[src/rtl/asq_params.svh]
// Constants for the sequence-programming command decoder
`ifndef ASQ_PARAMS_SVH
`define ASQ_PARAMS_SVH
`define ASQ_WORD_W        16
`define ASQ_SEL_HI        15
`define ASQ_SEL_LO        11
`define ASQ_SEL_SEQ       5'h16
`define ASQ_CNT_HI        10
`define ASQ_CNT_LO        3
`define ASQ_CNT_RESET     8'h00
`define ASQ_BIT_CNT_W     5
`define ASQ_CONV_CYCLES   16'h0020
`endif

[src/rtl/asq_pkg.sv]
// Types for the sequence-programming command decoder
`include "asq_params.svh"
package asq_pkg;
	typedef logic [`ASQ_WORD_W-1:0] asq_word_t;
	typedef logic [7:0]             asq_count_t;
endpackage : asq_pkg

[src/rtl/asq_decoder.sv]
// Serial command decoder holding the sequence-length register
// Operation
// - Words with bits 15:11 equal to 10110 write the sequence-length register.
// - Bits 10:3 hold count minus one; zero means one, all ones means 256.
// - A word with MSB 1 is configuration data.
// - A word with MSB 0 is a mode-control instruction starting conversions.
// - Mode-control during a sequence waits for current conversion, runs at next chip-select fall.
// - Configuration during a sequence finishes current conversion in the old scan mode.
// - After configuration mid-sequence, output is invalid until a new mode-control word.
`timescale 1ns/10ps
`include "asq_params.svh"
module asq_decoder #(
	parameter logic [15:0] CONV_CYCLES = `ASQ_CONV_CYCLES
) (
	input  wire logic               clk_sys,
	input  wire logic               arst_n,
	input  wire logic               cs_n,
	input  wire logic               sclk,
	input  wire logic               din,
	output asq_pkg::asq_count_t     sequence_count_field,
	output logic [8:0]              sequence_length,
	output asq_pkg::asq_word_t      config_word,
	output logic                    config_valid,
	output asq_pkg::asq_word_t      mode_word,
	output logic                    mode_start,
	output logic                    busy,
	output logic                    conv_done,
	output logic                    dout_valid
);
	import asq_pkg::*;

	typedef enum logic [1:0] {ASQ_IDLE, ASQ_CONV, ASQ_HOLD} asq_state_e;

	logic [2:0]               pins_s;
	logic                     sclk_d_reg;
	logic                     cs_d_reg;
	asq_word_t                shift_reg;
	logic [`ASQ_BIT_CNT_W-1:0] bit_cnt_reg;
	logic                     word_stb;
	asq_word_t                word;
	logic                     sclk_rise;
	logic                     cs_fall;
	logic                     pend_mode_reg;
	asq_word_t                pend_word_reg;
	logic [15:0]              conv_cnt_reg;
	logic [8:0]               seq_left_reg;
	asq_state_e               state_reg;
	logic                     is_mode;
	logic                     last_conv;

	asq_sync #(.W(3)) u_sync (
		.clk_sys (clk_sys),
		.arst_n  (arst_n),
		// Select goes in inverted so the flops' reset value reads as an idle, deselected link
		.d       ({~cs_n, sclk, din}),
		.q       (pins_s)
	);

	assign sclk_rise = pins_s[1] && !sclk_d_reg && pins_s[2];
	assign cs_fall   = pins_s[2] && !cs_d_reg;
	assign word      = {shift_reg[`ASQ_WORD_W-2:0], pins_s[0]};
	assign word_stb  = sclk_rise && (bit_cnt_reg == 5'(`ASQ_WORD_W - 1));
	assign is_mode   = !word[`ASQ_WORD_W-1];
	assign last_conv = (conv_cnt_reg == CONV_CYCLES - 16'h0001);

	// Edge detection on synchronised pins only
	always_ff @(posedge clk_sys or negedge arst_n) begin
		if (!arst_n) begin
			sclk_d_reg <= 1'b0;
			cs_d_reg   <= 1'b0;
		end else begin
			sclk_d_reg <= pins_s[1];
			cs_d_reg   <= pins_s[2];
		end
	end

	// Shifter; a frame restarts on every chip-select fall
	always_ff @(posedge clk_sys or negedge arst_n) begin
		if (!arst_n) begin
			shift_reg   <= '0;
			bit_cnt_reg <= '0;
		end else if (!pins_s[2] || cs_fall) begin
			bit_cnt_reg <= '0;
		end else if (sclk_rise && bit_cnt_reg != 5'(`ASQ_WORD_W)) begin
			// Count stops past a full word so extra link clocks cannot strobe a second word
			shift_reg   <= word;
			bit_cnt_reg <= bit_cnt_reg + 5'h01;
		end
	end

	// Sequence-length register
	always_ff @(posedge clk_sys or negedge arst_n) begin
		if (!arst_n) begin
			sequence_count_field <= `ASQ_CNT_RESET;
		end else if (word_stb && word[`ASQ_WORD_W-1]
		             && word[`ASQ_SEL_HI:`ASQ_SEL_LO] == `ASQ_SEL_SEQ) begin
			sequence_count_field <= word[`ASQ_CNT_HI:`ASQ_CNT_LO];
		end
	end
	assign sequence_length = {1'b0, sequence_count_field} + 9'h001;

	// Configuration output; the running conversion keeps its latched scan mode
	always_ff @(posedge clk_sys or negedge arst_n) begin
		if (!arst_n) begin
			config_word  <= '0;
			config_valid <= 1'b0;
		end else begin
			config_valid <= word_stb && !is_mode;
			if (word_stb && !is_mode) begin
				config_word <= word;
			end
		end
	end

	// Pending mode instruction, taken at the next chip-select fall outside a conversion
	always_ff @(posedge clk_sys or negedge arst_n) begin
		if (!arst_n) begin
			pend_mode_reg <= 1'b0;
			pend_word_reg <= '0;
		end else if (word_stb && is_mode) begin
			pend_mode_reg <= 1'b1;
			pend_word_reg <= word;
		end else if (cs_fall && state_reg != ASQ_CONV) begin
			pend_mode_reg <= 1'b0;
		end
	end

	// Conversion sequencer
	always_ff @(posedge clk_sys or negedge arst_n) begin
		if (!arst_n) begin
			state_reg    <= ASQ_IDLE;
			conv_cnt_reg <= '0;
			seq_left_reg <= '0;
			mode_word    <= '0;
			mode_start   <= 1'b0;
			conv_done    <= 1'b0;
		end else begin
			mode_start <= 1'b0;
			conv_done  <= 1'b0;
			unique case (state_reg)
				ASQ_IDLE, ASQ_HOLD: begin
					if (pend_mode_reg && cs_fall) begin
						mode_word    <= pend_word_reg;
						mode_start   <= 1'b1;
						seq_left_reg <= sequence_length;
						conv_cnt_reg <= '0;
						state_reg    <= ASQ_CONV;
					end else if (state_reg == ASQ_HOLD && !pend_mode_reg) begin
						state_reg <= ASQ_IDLE;
					end
				end
				ASQ_CONV: begin
					conv_cnt_reg <= last_conv ? 16'h0000 : conv_cnt_reg + 16'h0001;
					if (last_conv) begin
						conv_done    <= 1'b1;
						seq_left_reg <= seq_left_reg - 9'h001;
						// New instruction preempts only at a conversion boundary
						if (pend_mode_reg || seq_left_reg == 9'h001) begin
							state_reg <= ASQ_HOLD;
						end
					end
				end
				default: state_reg <= ASQ_IDLE;
			endcase
		end
	end
	assign busy = (state_reg == ASQ_CONV);

	// Output validity lost by a mid-sequence configuration write
	always_ff @(posedge clk_sys or negedge arst_n) begin
		if (!arst_n) begin
			dout_valid <= 1'b1;
		end else if (word_stb && is_mode) begin
			dout_valid <= 1'b1;
		end else if (word_stb && busy) begin
			dout_valid <= 1'b0;
		end
	end
endmodule : asq_decoder

[src/rtl/asq_sync.sv]
// Two-flop synchroniser for pin inputs
`timescale 1ns/10ps
module asq_sync #(
	parameter int W = 1
) (
	input  wire logic         clk_sys,
	input  wire logic         arst_n,
	input  wire logic [W-1:0] d,
	output logic      [W-1:0] q
);
	logic [W-1:0] meta_reg;

	always_ff @(posedge clk_sys or negedge arst_n) begin
		if (!arst_n) begin
			meta_reg <= '0;
			q        <= '0;
		end else begin
			meta_reg <= d;
			q        <= meta_reg;
		end
	end
endmodule : asq_sync

[config.mk]
export PLATFORM = sky130hd
export DESIGN_NAME = asq_decoder
export DESIGN_NICKNAME = d
export VERILOG_FILES = /design/src/rtl/asq_pkg.sv /design/src/rtl/asq_decoder.sv /design/src/rtl/asq_sync.sv
export VERILOG_INCLUDE_DIRS = /design/src /design/src/rtl
export SDC_FILE = /design/constraint.sdc
export NUM_CORES = 1
export LEC_CHECK = 0
export ABC_CLOCK_PERIOD_IN_PS = 3050
export BUFFER_PORTS_ARGS = -buffer_cell sky130_fd_sc_hd__buf_2
export CAP_MARGIN = 10
export CORE_MARGIN = 5
export CORE_UTILIZATION = 35
export DETAILED_ROUTE_END_ITERATION = 8
export PLACE_DENSITY = 0.54
export SLEW_MARGIN = 5
export SYNTH_ARGS = -nofsm -noshare
export SYNTH_HDL_FRONTEND = slang
export SYNTH_SLANG_ARGS = --single-unit
[constraint.sdc]
create_clock -name clk_sys -period 3.05 [get_ports clk_sys]
set_input_delay 0.1525 -clock clk_sys [delete_from_list [all_inputs] [get_ports clk_sys]]
set_output_delay 0.1525 -clock clk_sys [all_outputs]
set_load 0.005 [all_outputs]
Yosys cells after proc, flatten, opt, wreduce, memory -nomap -nowiden. Cells that the tools add are included.

Flip-flop bits (word level): 116. Bits of input ports: 5. Output and inout port bits: 54. Word-level logic and storage cells: 87.

Add/subtract/negate cells: 4. Equality and inequality tests: 12. Mux-type cells: 21. Bitwise operators: 2. Reduce and logical (&&, ||, !) cells: 30.

Operators with widths (number): 2-to-1 mux 16 bit (2); case mux 16 bit (2 select lines) (1); 2-to-1 mux 9 bit (2); case mux 9 bit (2 select lines) (1); adder 16 x 1 -> 16 bit (second input constant) (1); equality test 16 x 5 -> 1 bit (second input constant) (1); logical AND 1 bit (12); 2-to-1 mux 5 bit (2); adder 8 x 1 -> 9 bit (second input constant) (1); equality test 9 x 1 -> 1 bit (second input constant) (1); subtractor 9 x 1 -> 9 bit (second input constant) (1); 2-to-1 mux 1 bit (8); 2-to-1 mux 2 bit (4); nonzero test 2 bit (4); inequality test 2 x 1 -> 1 bit (second input constant) (3); AND reduction 2 bit (3); AND reduction 3 bit (2); adder 5 x 1 -> 5 bit (second input constant) (1); equality test 5 x 4 -> 1 bit (second input constant) (1); equality test 5 bit (second input constant) (1); zero test 1 bit (5); inequality test 5 bit (second input constant) (1); case mux 2 bit (2 select lines) (1); inequality test 3 bit (second input constant) (1); 7 further kinds (9).

Longest topological paths before layout. Gate-level depths: netlist (run 1).

Word-level depth: 7. Depth in mapped cells: 9. Mapped depth without buffers: 7.

Hierarchy. From an unflattened synthesis (run 1), not the netlist that was laid out.

Cell total of the unflattened synthesis: 461. Area total of the unflattened synthesis: 5034.8 µm².

Modules (own cells, without submodules): asq_decoder (times used 1, cells each 455, area each 4884.7 µm², seq. area each 2753.9 µm²); asq_sync (times used 1, cells each 6, area each 150.1 µm², seq. area each 150.1 µm²).

Worst setup path before layout (run 1). OpenSTA, ideal clock, no wires.

Kind: reg-to-reg. From: register bit_cnt_reg[0]. To: register sequence_count_field[1]. Library setup time: 0.127 ns. Arrival: 1.845 ns. Data required time: 2.923 ns. Setup slack: 1.078 ns. Stages on the path, launching flop included: 9. Buffers on the path: 2. Period minus slack after synthesis: 1.972 ns. Cells stage by stage: dfrtp_1 ha_1 and3_1 ha_1 and3_1 buf_2 and2_1 buf_4 mux2_1.

Cells in the longest elaborated chain, start to end: 4.

RTL lines: start, declared (line asq_decoder.sv:38) `` logic [`ASQ_BIT_CNT_W-1:0] bit_cnt_reg; ``; start signal, assigned (line asq_decoder.sv:87) `bit_cnt_reg <= bit_cnt_reg + 5'h01;`; equality test 5 x 4 -> 1 bit (line asq_decoder.sv:62) `` assign word_stb = sclk_rise && (bit_cnt_reg == 5'(`ASQ_WORD_W - 1)); ``; logical AND 1 bit (line asq_decoder.sv:62); logical AND 1 bit (line asq_decoder.sv:95) `` end else if (word_stb && word[`ASQ_WORD_W-1] ``; logical AND 1 bit (no line); end signal, assigned (line asq_decoder.sv:94) `` sequence_count_field <= `ASQ_CNT_RESET; ``; end signal, assigned (line asq_decoder.sv:97) `` sequence_count_field <= word[`ASQ_CNT_HI:`ASQ_CNT_LO]; ``; end, declared (line asq_decoder.sv:20) `output asq_pkg::asq_count_t sequence_count_field,`.

Every way passes these cells. A chain may end at the register's enable or synchronous reset.

Worst setup path after layout (run 1).
From: register bit_cnt_reg[0]. To: register sequence_count_field[7].

Same word-level chain as after synthesis.

==> results.py, run 1 <==
metrics = {
    "route": {
        "routed_wirelength_mm": 11.5,
        "viasPerCell": 5.06,
        "wl_per_cell_um": 16.2,
        "detailroute.via_count": 3567,
        "final_antenna_net_count": 0,
        "drt_iter0_markers": 310,
        "drtPass1Iterations": 4,
        "drc_errors_left": 0,
    },
    "clock_tree": {
        "clkSlewWorstSetupHoldPaths_ns": 0.06,
        "postCtsResizedCells": 0,
        "cts_max_level": 4,
        "clock_path_buffers": 2,
        "postCtsSetupBuffers": 0,
        "worst_skew_pair.late_latency_ns": 0.41,
        "tritoncts": "built",
        "cts_buffers": 17,
        "clock_sinks": 116,
        "clockRootBuffer": "sky130_fd_sc_hd__clkbuf_16",
    },
    "timing": {
        "setup_viol": 0,
        "final-hold-violation-count": 0,
        "grt_setup_unrepaired": "false",
        "finalCritPeriodShare_pct": 72.3,
        "setup_total_negative_slack_ns": 0,
        "timing.hold.ws_ns": 0.325,
        "timing_max_transition_violations_final": 0,
        "setup_slack_ns": 0.845,
        "max_freq_ghz": 0.453,
        "max-slew-margin-rel_pct": 50.6,
        "actual_transition_at_the_worst_max_transition_pin_ns": 0.741,
        "finClkSkew_ns": 0.0113,
        "layout_min_cycle_time_ns": 2.21,
    },
    "critical_path": {
        "timing.rr.end": "sequence_count_field[7]",
        "flop_to_flop_setup_slack_ns": 0.84,
        "worst_r2r_path_depth": 7,
        "critPathArrivalTime_ns": 2.49,
        "setup.worst_path.class": "register to register",
        "critPathCaptureType": "register",
        "cp_max_fo": 18,
        "cp.required_ns": 3.34,
        "start_kind": "register",
        "worstReg2RegStart": "bit_cnt_reg[0]",
    },
    "synthesis": {
        "distinct_cell_type_count_of_the_synthesized_netlist": 58,
        "postSynthCellCount": 439,
        "ys_async_sr_fraction_pct": 100,
        "ys_seq_area_share_pct": 57.6,
        "synthesis.area_um2": 5040,
        "dominantRegCellSynth": "sky130_fd_sc_hd__dfrtp_1",
        "synthesized_nets": 451,
        "synth_edf_count": 0,
        "ys_ff_latch": 116,
        "synth.avg_cell_area_um2": 11.5,
        "synthesis.yosys.warnings": 0,
    },
    "global_route": {
        "grt.total_usage_pct": 14.7,
        "maximum_number_of_pins_on_one_net_before_global_route_repair": 57,
        "global_route_wire_length_before_repair_mm": 19.2,
        "antenna_found_initial": 0,
        "global_route.overflow_total": 0,
        "vias_in_the_first_global_route": 3688,
    },
    "pwr": {
        "leakagePower_nw": 3.08,
        "power.density_nw_per_um2": 569,
        "worst_ir_drop_vdd_mv": 0.387,
        "p_total_mw": 3.49,
    },
    "finish": {
        "area_delta_synth_final_pct": 21.6,
        "num-nets-final": 524,
        "final_area_um2": 6130,
        "post_layout_nonfiller_instances": 705,
        "antenna_cells": 0,
        "fillCellCount": 1336,
        "utilization_pct": 43.8,
        "final_layout_size_suffix_gt1_share_pct": 29.5,
    },
    "floorplan": {
        "dieArea_um2": 16900,
        "num_rows": 43,
        "die-height_um": 130,
        "i_o_pins": 59,
        "core_um2": 14000,
        "initial_utilization_pct": 36.0,
        "die_w_um": 130,
    },
    "place": {
        "dp_cells": 669,
        "post_dp_cell_area_um2": 5530,
        "dpl_worst_slack_ns": 0.847,
        "half_perimeter_wire_length_after_placement_mm": 7.90,
        "placement.io_buffers": 58,
        "place.gp.congestion": 0.799,
    },
    "status": {
        "status": "finished, final reports clean",
    },
    "hold_path": {
        "min_path_type": "primary input to asynchronous set/reset pin",
    },
    "flow_run": {
        "max_cap_violations": 0,
    },
}
## cell usage after synthesis, drive strengths merged (6+ instances only)
master,n,share of area (%)
a31oi,10,1.2
ha,7,1.7
nand2,80,6.0
o21ai,28,2.8
nand4,7,0.87
dfrtp,115,57
a21oi,11,1.1
nor2,25,2.0
nand3,9,0.89
buf,11,1.6
mux2,52,12
inv,12,0.89
xnor2,6,1.0
## layout make-up
cell class              instances  area (µm²)  share of cell area (%)
clock inverters                15         135                    2.20
flip-flops and latches        116        2900                    47.4
multi-input cells             295        1990                    32.5
inverters                      12        45.0                   0.735
clock buffers                  17         425                    6.94
repair buffers                 70         405                    6.61
well taps                     180         225                    3.67
## cells by family after synthesis
group                      count (synthesis)  synth area share, %
AOI/OAI and AO/OA                         68                 8.37
xor gates and xnor gates                  10                 1.74
adders and majority gates                  7                 1.74
buffers and inverters                     28                 2.90
DFF                                      116                 57.6
muxes                                     53                 12.6
and+or+nand+nor                          157                 15.1
## worst max path at each step
stage	start	cells past startpoint	to	slack, ns
after floorplan	bit_cnt_reg[0]	8	sequence_count_field[1]	1.08
after CTS	bit_cnt_reg[0]	7	sequence_count_field[7]	0.83
after detailed placement	bit_cnt_reg[0]	7	sequence_count_field[7]	0.85
final	bit_cnt_reg[0]	7	sequence_count_field[7]	0.84
after global routing	bit_cnt_reg[0]	7	sequence_count_field[7]	0.72
after global placement	bit_cnt_reg[0]	7	sequence_count_field[7]	0.92
## per-layer routing
metal / GRT usage [%] / up-vias / share of wire (%)
met2: 22.4 / 62 / 46
li1: - / 1701 / -
met1: 19.8 / 1794 / 48
met5: 0 / - / 0
met3: 5.20 / 10 / 3.9
met4: 4.52 / 0 / 1.2
## timing repair
action,CTS,global route
endpoints found under the setup margin,0,0
hold buffers,4,0
endpoints found under the hold margin,56,0
## placed cells by master (no fill, tap or decap), types with 2 or more instances in the layout
cell type,synthesis,final
sky130_fd_sc_hd__clkbuf_16,0,17
sky130_fd_sc_hd__nand4_1,7,7
sky130_fd_sc_hd__o21ai_0,21,21
sky130_fd_sc_hd__inv_6,0,2
sky130_fd_sc_hd__dlygate4sd3_1,0,4
sky130_fd_sc_hd__o22ai_1,3,3
sky130_fd_sc_hd__mux2_2,35,35
sky130_fd_sc_hd__nor4_1,2,2
sky130_fd_sc_hd__and3_1,4,4
sky130_fd_sc_hd__buf_2,5,57
sky130_fd_sc_hd__a31oi_1,10,10
sky130_fd_sc_hd__nand2_1,80,80
sky130_fd_sc_hd__o211ai_1,3,3
sky130_fd_sc_hd__clkinv_4,0,6
sky130_fd_sc_hd__buf_4,3,8
sky130_fd_sc_hd__dfrtp_1,115,115
sky130_fd_sc_hd__nor3_1,5,5
sky130_fd_sc_hd__mux2_4,10,10
sky130_fd_sc_hd__nand3_1,9,9
sky130_fd_sc_hd__xor2_1,4,4
sky130_fd_sc_hd__inv_1,11,11
sky130_fd_sc_hd__and2_1,2,2
sky130_fd_sc_hd__a211oi_1,3,3
sky130_fd_sc_hd__nor4_2,2,2
sky130_fd_sc_hd__clkinv_2,0,4
sky130_fd_sc_hd__mux2_1,7,7
sky130_fd_sc_hd__o31ai_1,2,2
sky130_fd_sc_hd__clkinvlp_4,0,2
sky130_fd_sc_hd__nor2_1,23,23
sky130_fd_sc_hd__nor2_2,2,2
sky130_fd_sc_hd__o21ai_1,7,7
sky130_fd_sc_hd__and4_1,4,4
sky130_fd_sc_hd__xnor2_1,6,6
sky130_fd_sc_hd__or2_2,2,2
sky130_fd_sc_hd__a21oi_1,11,11
sky130_fd_sc_hd__ha_1,7,7
sky130_fd_sc_hd__nand2b_1,3,3
## worst max-delay path: stages, from the launching register on
cell and delay [ns]:
sky130_fd_sc_hd__dfrtp_1 0.41, sky130_fd_sc_hd__ha_1 0.18, sky130_fd_sc_hd__and3_1 0.17, sky130_fd_sc_hd__ha_1 0.16
sky130_fd_sc_hd__and3_1 0.15, sky130_fd_sc_hd__buf_4 0.25, sky130_fd_sc_hd__and2_1 0.39, sky130_fd_sc_hd__mux2_1 0.36
## power by group
part           internal [mW]  total, mW  switching (mW)
registers               1.56       1.57          0.0152
clock network           1.12       1.85           0.731
logic                 0.0220     0.0616          0.0396
total                   2.70       3.49           0.785
(Power assumes the default switching activity.)
==> inputs of run 2 (changes only) <==
--- a/config.mk
+++ b/config.mk
@@ -6,7 +6,7 @@
 export SDC_FILE = /design/constraint.sdc
 export NUM_CORES = 1
 export LEC_CHECK = 0
-export ABC_CLOCK_PERIOD_IN_PS = 3050
+export ABC_CLOCK_PERIOD_IN_PS = 2100
 export BUFFER_PORTS_ARGS = -buffer_cell sky130_fd_sc_hd__buf_2
 export CAP_MARGIN = 10
 export CORE_MARGIN = 5
==> constraint.sdc (replaced) <==
create_clock -name clk_sys -period 2.1 [get_ports clk_sys]
set_input_delay 0.105 -clock clk_sys [delete_from_list [all_inputs] [get_ports clk_sys]]
set_output_delay 0.105 -clock clk_sys [all_outputs]
set_load 0.005 [all_outputs]
==> results.py, run 2 (synthesis gave the netlist of run 1 again) <==
metrics = {
    "floorplan": {
        "die-height_um": 130,
        "num_rows": 43,
        "die_w_um": 130,
        "initial_utilization_pct": 36.0,
        "i_o_pins": 59,
        "core_um2": 14000,
        "dieArea_um2": 16900,
    },
    "timing": {
        "setup_slack_ns": 0.185,
        "setup_viol": 0,
        "layout_min_cycle_time_ns": 1.91,
        "max_freq_ghz": 0.522,
        "timing_max_transition_violations_final": 0,
        "max-slew-margin-rel_pct": 61.3,
        "finClkSkew_ns": 0.00455,
        "timing.hold.ws_ns": 0.139,
        "grt_setup_unrepaired": "false",
        "setup_total_negative_slack_ns": 0,
        "final-hold-violation-count": 0,
        "finalCritPeriodShare_pct": 91.2,
        "actual_transition_at_the_worst_max_transition_pin_ns": 0.578,
    },
    "place": {
        "place.gp.congestion": 0.846,
        "half_perimeter_wire_length_after_placement_mm": 8.05,
        "post_dp_cell_area_um2": 5590,
        "dp_cells": 676,
        "dpl_worst_slack_ns": 0.185,
        "placement.io_buffers": 58,
    },
    "critical_path": {
        "setup.worst_path.class": "register to register",
        "critPathArrivalTime_ns": 2.22,
        "cp_max_fo": 15,
        "start_kind": "register",
        "cp.required_ns": 2.40,
        "critPathCaptureType": "register",
    },
    "route": {
        "wl_per_cell_um": 16.2,
        "drtPass1Iterations": 4,
        "detailroute.via_count": 3556,
        "routed_wirelength_mm": 11.5,
        "final_antenna_net_count": 0,
        "drc_errors_left": 0,
        "viasPerCell": 4.99,
        "drt_iter0_markers": 245,
    },
    "global_route": {
        "global_route.overflow_total": 0,
        "global_route_wire_length_before_repair_mm": 18.7,
        "vias_in_the_first_global_route": 3645,
        "maximum_number_of_pins_on_one_net_before_global_route_repair": 53,
        "antenna_found_initial": 0,
        "grt.total_usage_pct": 14.5,
    },
    "finish": {
        "mostFrequentLayoutCells": "115 x sky130_fd_sc_hd__dfrtp_1, 80 x sky130_fd_sc_hd__nand2_1, 57 x sky130_fd_sc_hd__buf_2",
        "post_layout_nonfiller_instances": 712,
        "num-nets-final": 531,
        "utilization_pct": 44.8,
        "final_area_um2": 6270,
        "layout.cells.most_common": "sky130_fd_sc_hd__dfrtp_1",
        "final_layout_size_suffix_gt1_share_pct": 30.5,
        "antenna_cells": 0,
        "area_delta_synth_final_pct": 24.5,
    },
    "pwr": {
        "leakagePower_nw": 3.16,
        "p_total_mw": 5.48,
        "worst_ir_drop_vdd_mv": 0.592,
        "power.density_nw_per_um2": 874,
    },
    "clock_tree": {
        "cts_buffers": 17,
        "clock_sinks": 116,
        "clock_path_buffers": 2,
        "cts_max_level": 4,
        "clkSlewWorstSetupHoldPaths_ns": 0.05,
        "worst_skew_pair.late_latency_ns": 0.42,
        "clockRootBuffer": "sky130_fd_sc_hd__clkbuf_16",
        "tritoncts": "built",
    },
    "status": {
        "status": "finished, final reports clean",
    },
    "flow_run": {
        "max_cap_violations": 0,
    },
    "hold_path": {
        "min_path_type": "primary input to asynchronous set/reset pin",
    },
}
-- run 2: cell count changes in the layout (fill, tap and decap cells not counted) --
cell,change
sky130_fd_sc_hd__clkinv_4,-2
sky130_fd_sc_hd__bufinv_16,+3
sky130_fd_sc_hd__clkinvlp_4,-1
sky130_fd_sc_hd__clkinv_2,-2
sky130_fd_sc_hd__buf_4,+6
sky130_fd_sc_hd__clkbuf_8,+1
sky130_fd_sc_hd__buf_12,+1
sky130_fd_sc_hd__inv_6,+1
-- run 2: layout make-up --
cell class	instances	area [µm²]
Clock buffer	18	439
Clock inverter	14	199
Fill cell	1360	7720
Inverter	12	45.0
Multi-Input combinational cell	295	1990
Sequential cell	116	2900
Tap cell	180	225
Timing Repair Buffer	77	470
-- run 2: what timing repair did --
action | in CTS | in global routing
setup buffers | 0 | 0
hold buffers | 4 | 0
resized for setup | 0 | 0
endpoints found under the hold margin | 118 | 0
-- run 2: power by group --
| part | switching (mW) | internal, mW | total (mW) | leakage (nW) |
|---|---|---|---|---|
| combinational | 0.0586 | 0.0333 | 0.0919 | 1.25 |
| sequential | 0.0230 | 2.26 | 2.28 | 1.60 |
| clock | 1.08 | 2.03 | 3.11 | 0.311 |
-- run 2: worst paths after layout --
kind	from	slack [ns]	end	depth (start not counted)
max in group asynchronous	arst_n	1.35	dout_valid	3
min reg2reg	u_sync.meta_reg[1]	0.35	u_sync.q[1]	0
min	arst_n	0.14	u_sync.meta_reg[2]	2
max	bit_cnt_reg[0]	0.19	shift_reg[2]	6
max reg2reg	bit_cnt_reg[0]	0.19	shift_reg[2]	6
min in group clk_sys	din	0.33	u_sync.meta_reg[0]	2
-- run 2: routing by layer --
| layer | global-route usage, % | routed length [µm] | vias to the layer above |
|---|---|---|---|
| met1 | 19.0 | 5430 | 1747 |
| met3 | 4.22 | 515 | 15 |
| met2 | 22.7 | 5400 | 85 |
| li1 | - | - | 1709 |
| met5 | 0 | 0 | - |
| met4 | 6.23 | 159 | 0 |
-- run 2: critical path, cell delays in order (launching register included) --
cell and delay, ns:
sky130_fd_sc_hd__dfrtp_1 0.41, sky130_fd_sc_hd__inv_1 0.06, sky130_fd_sc_hd__ha_1 0.20, sky130_fd_sc_hd__inv_1 0.06
sky130_fd_sc_hd__o41a_4 0.19, sky130_fd_sc_hd__nor2b_4 0.49, sky130_fd_sc_hd__mux2_2 0.40
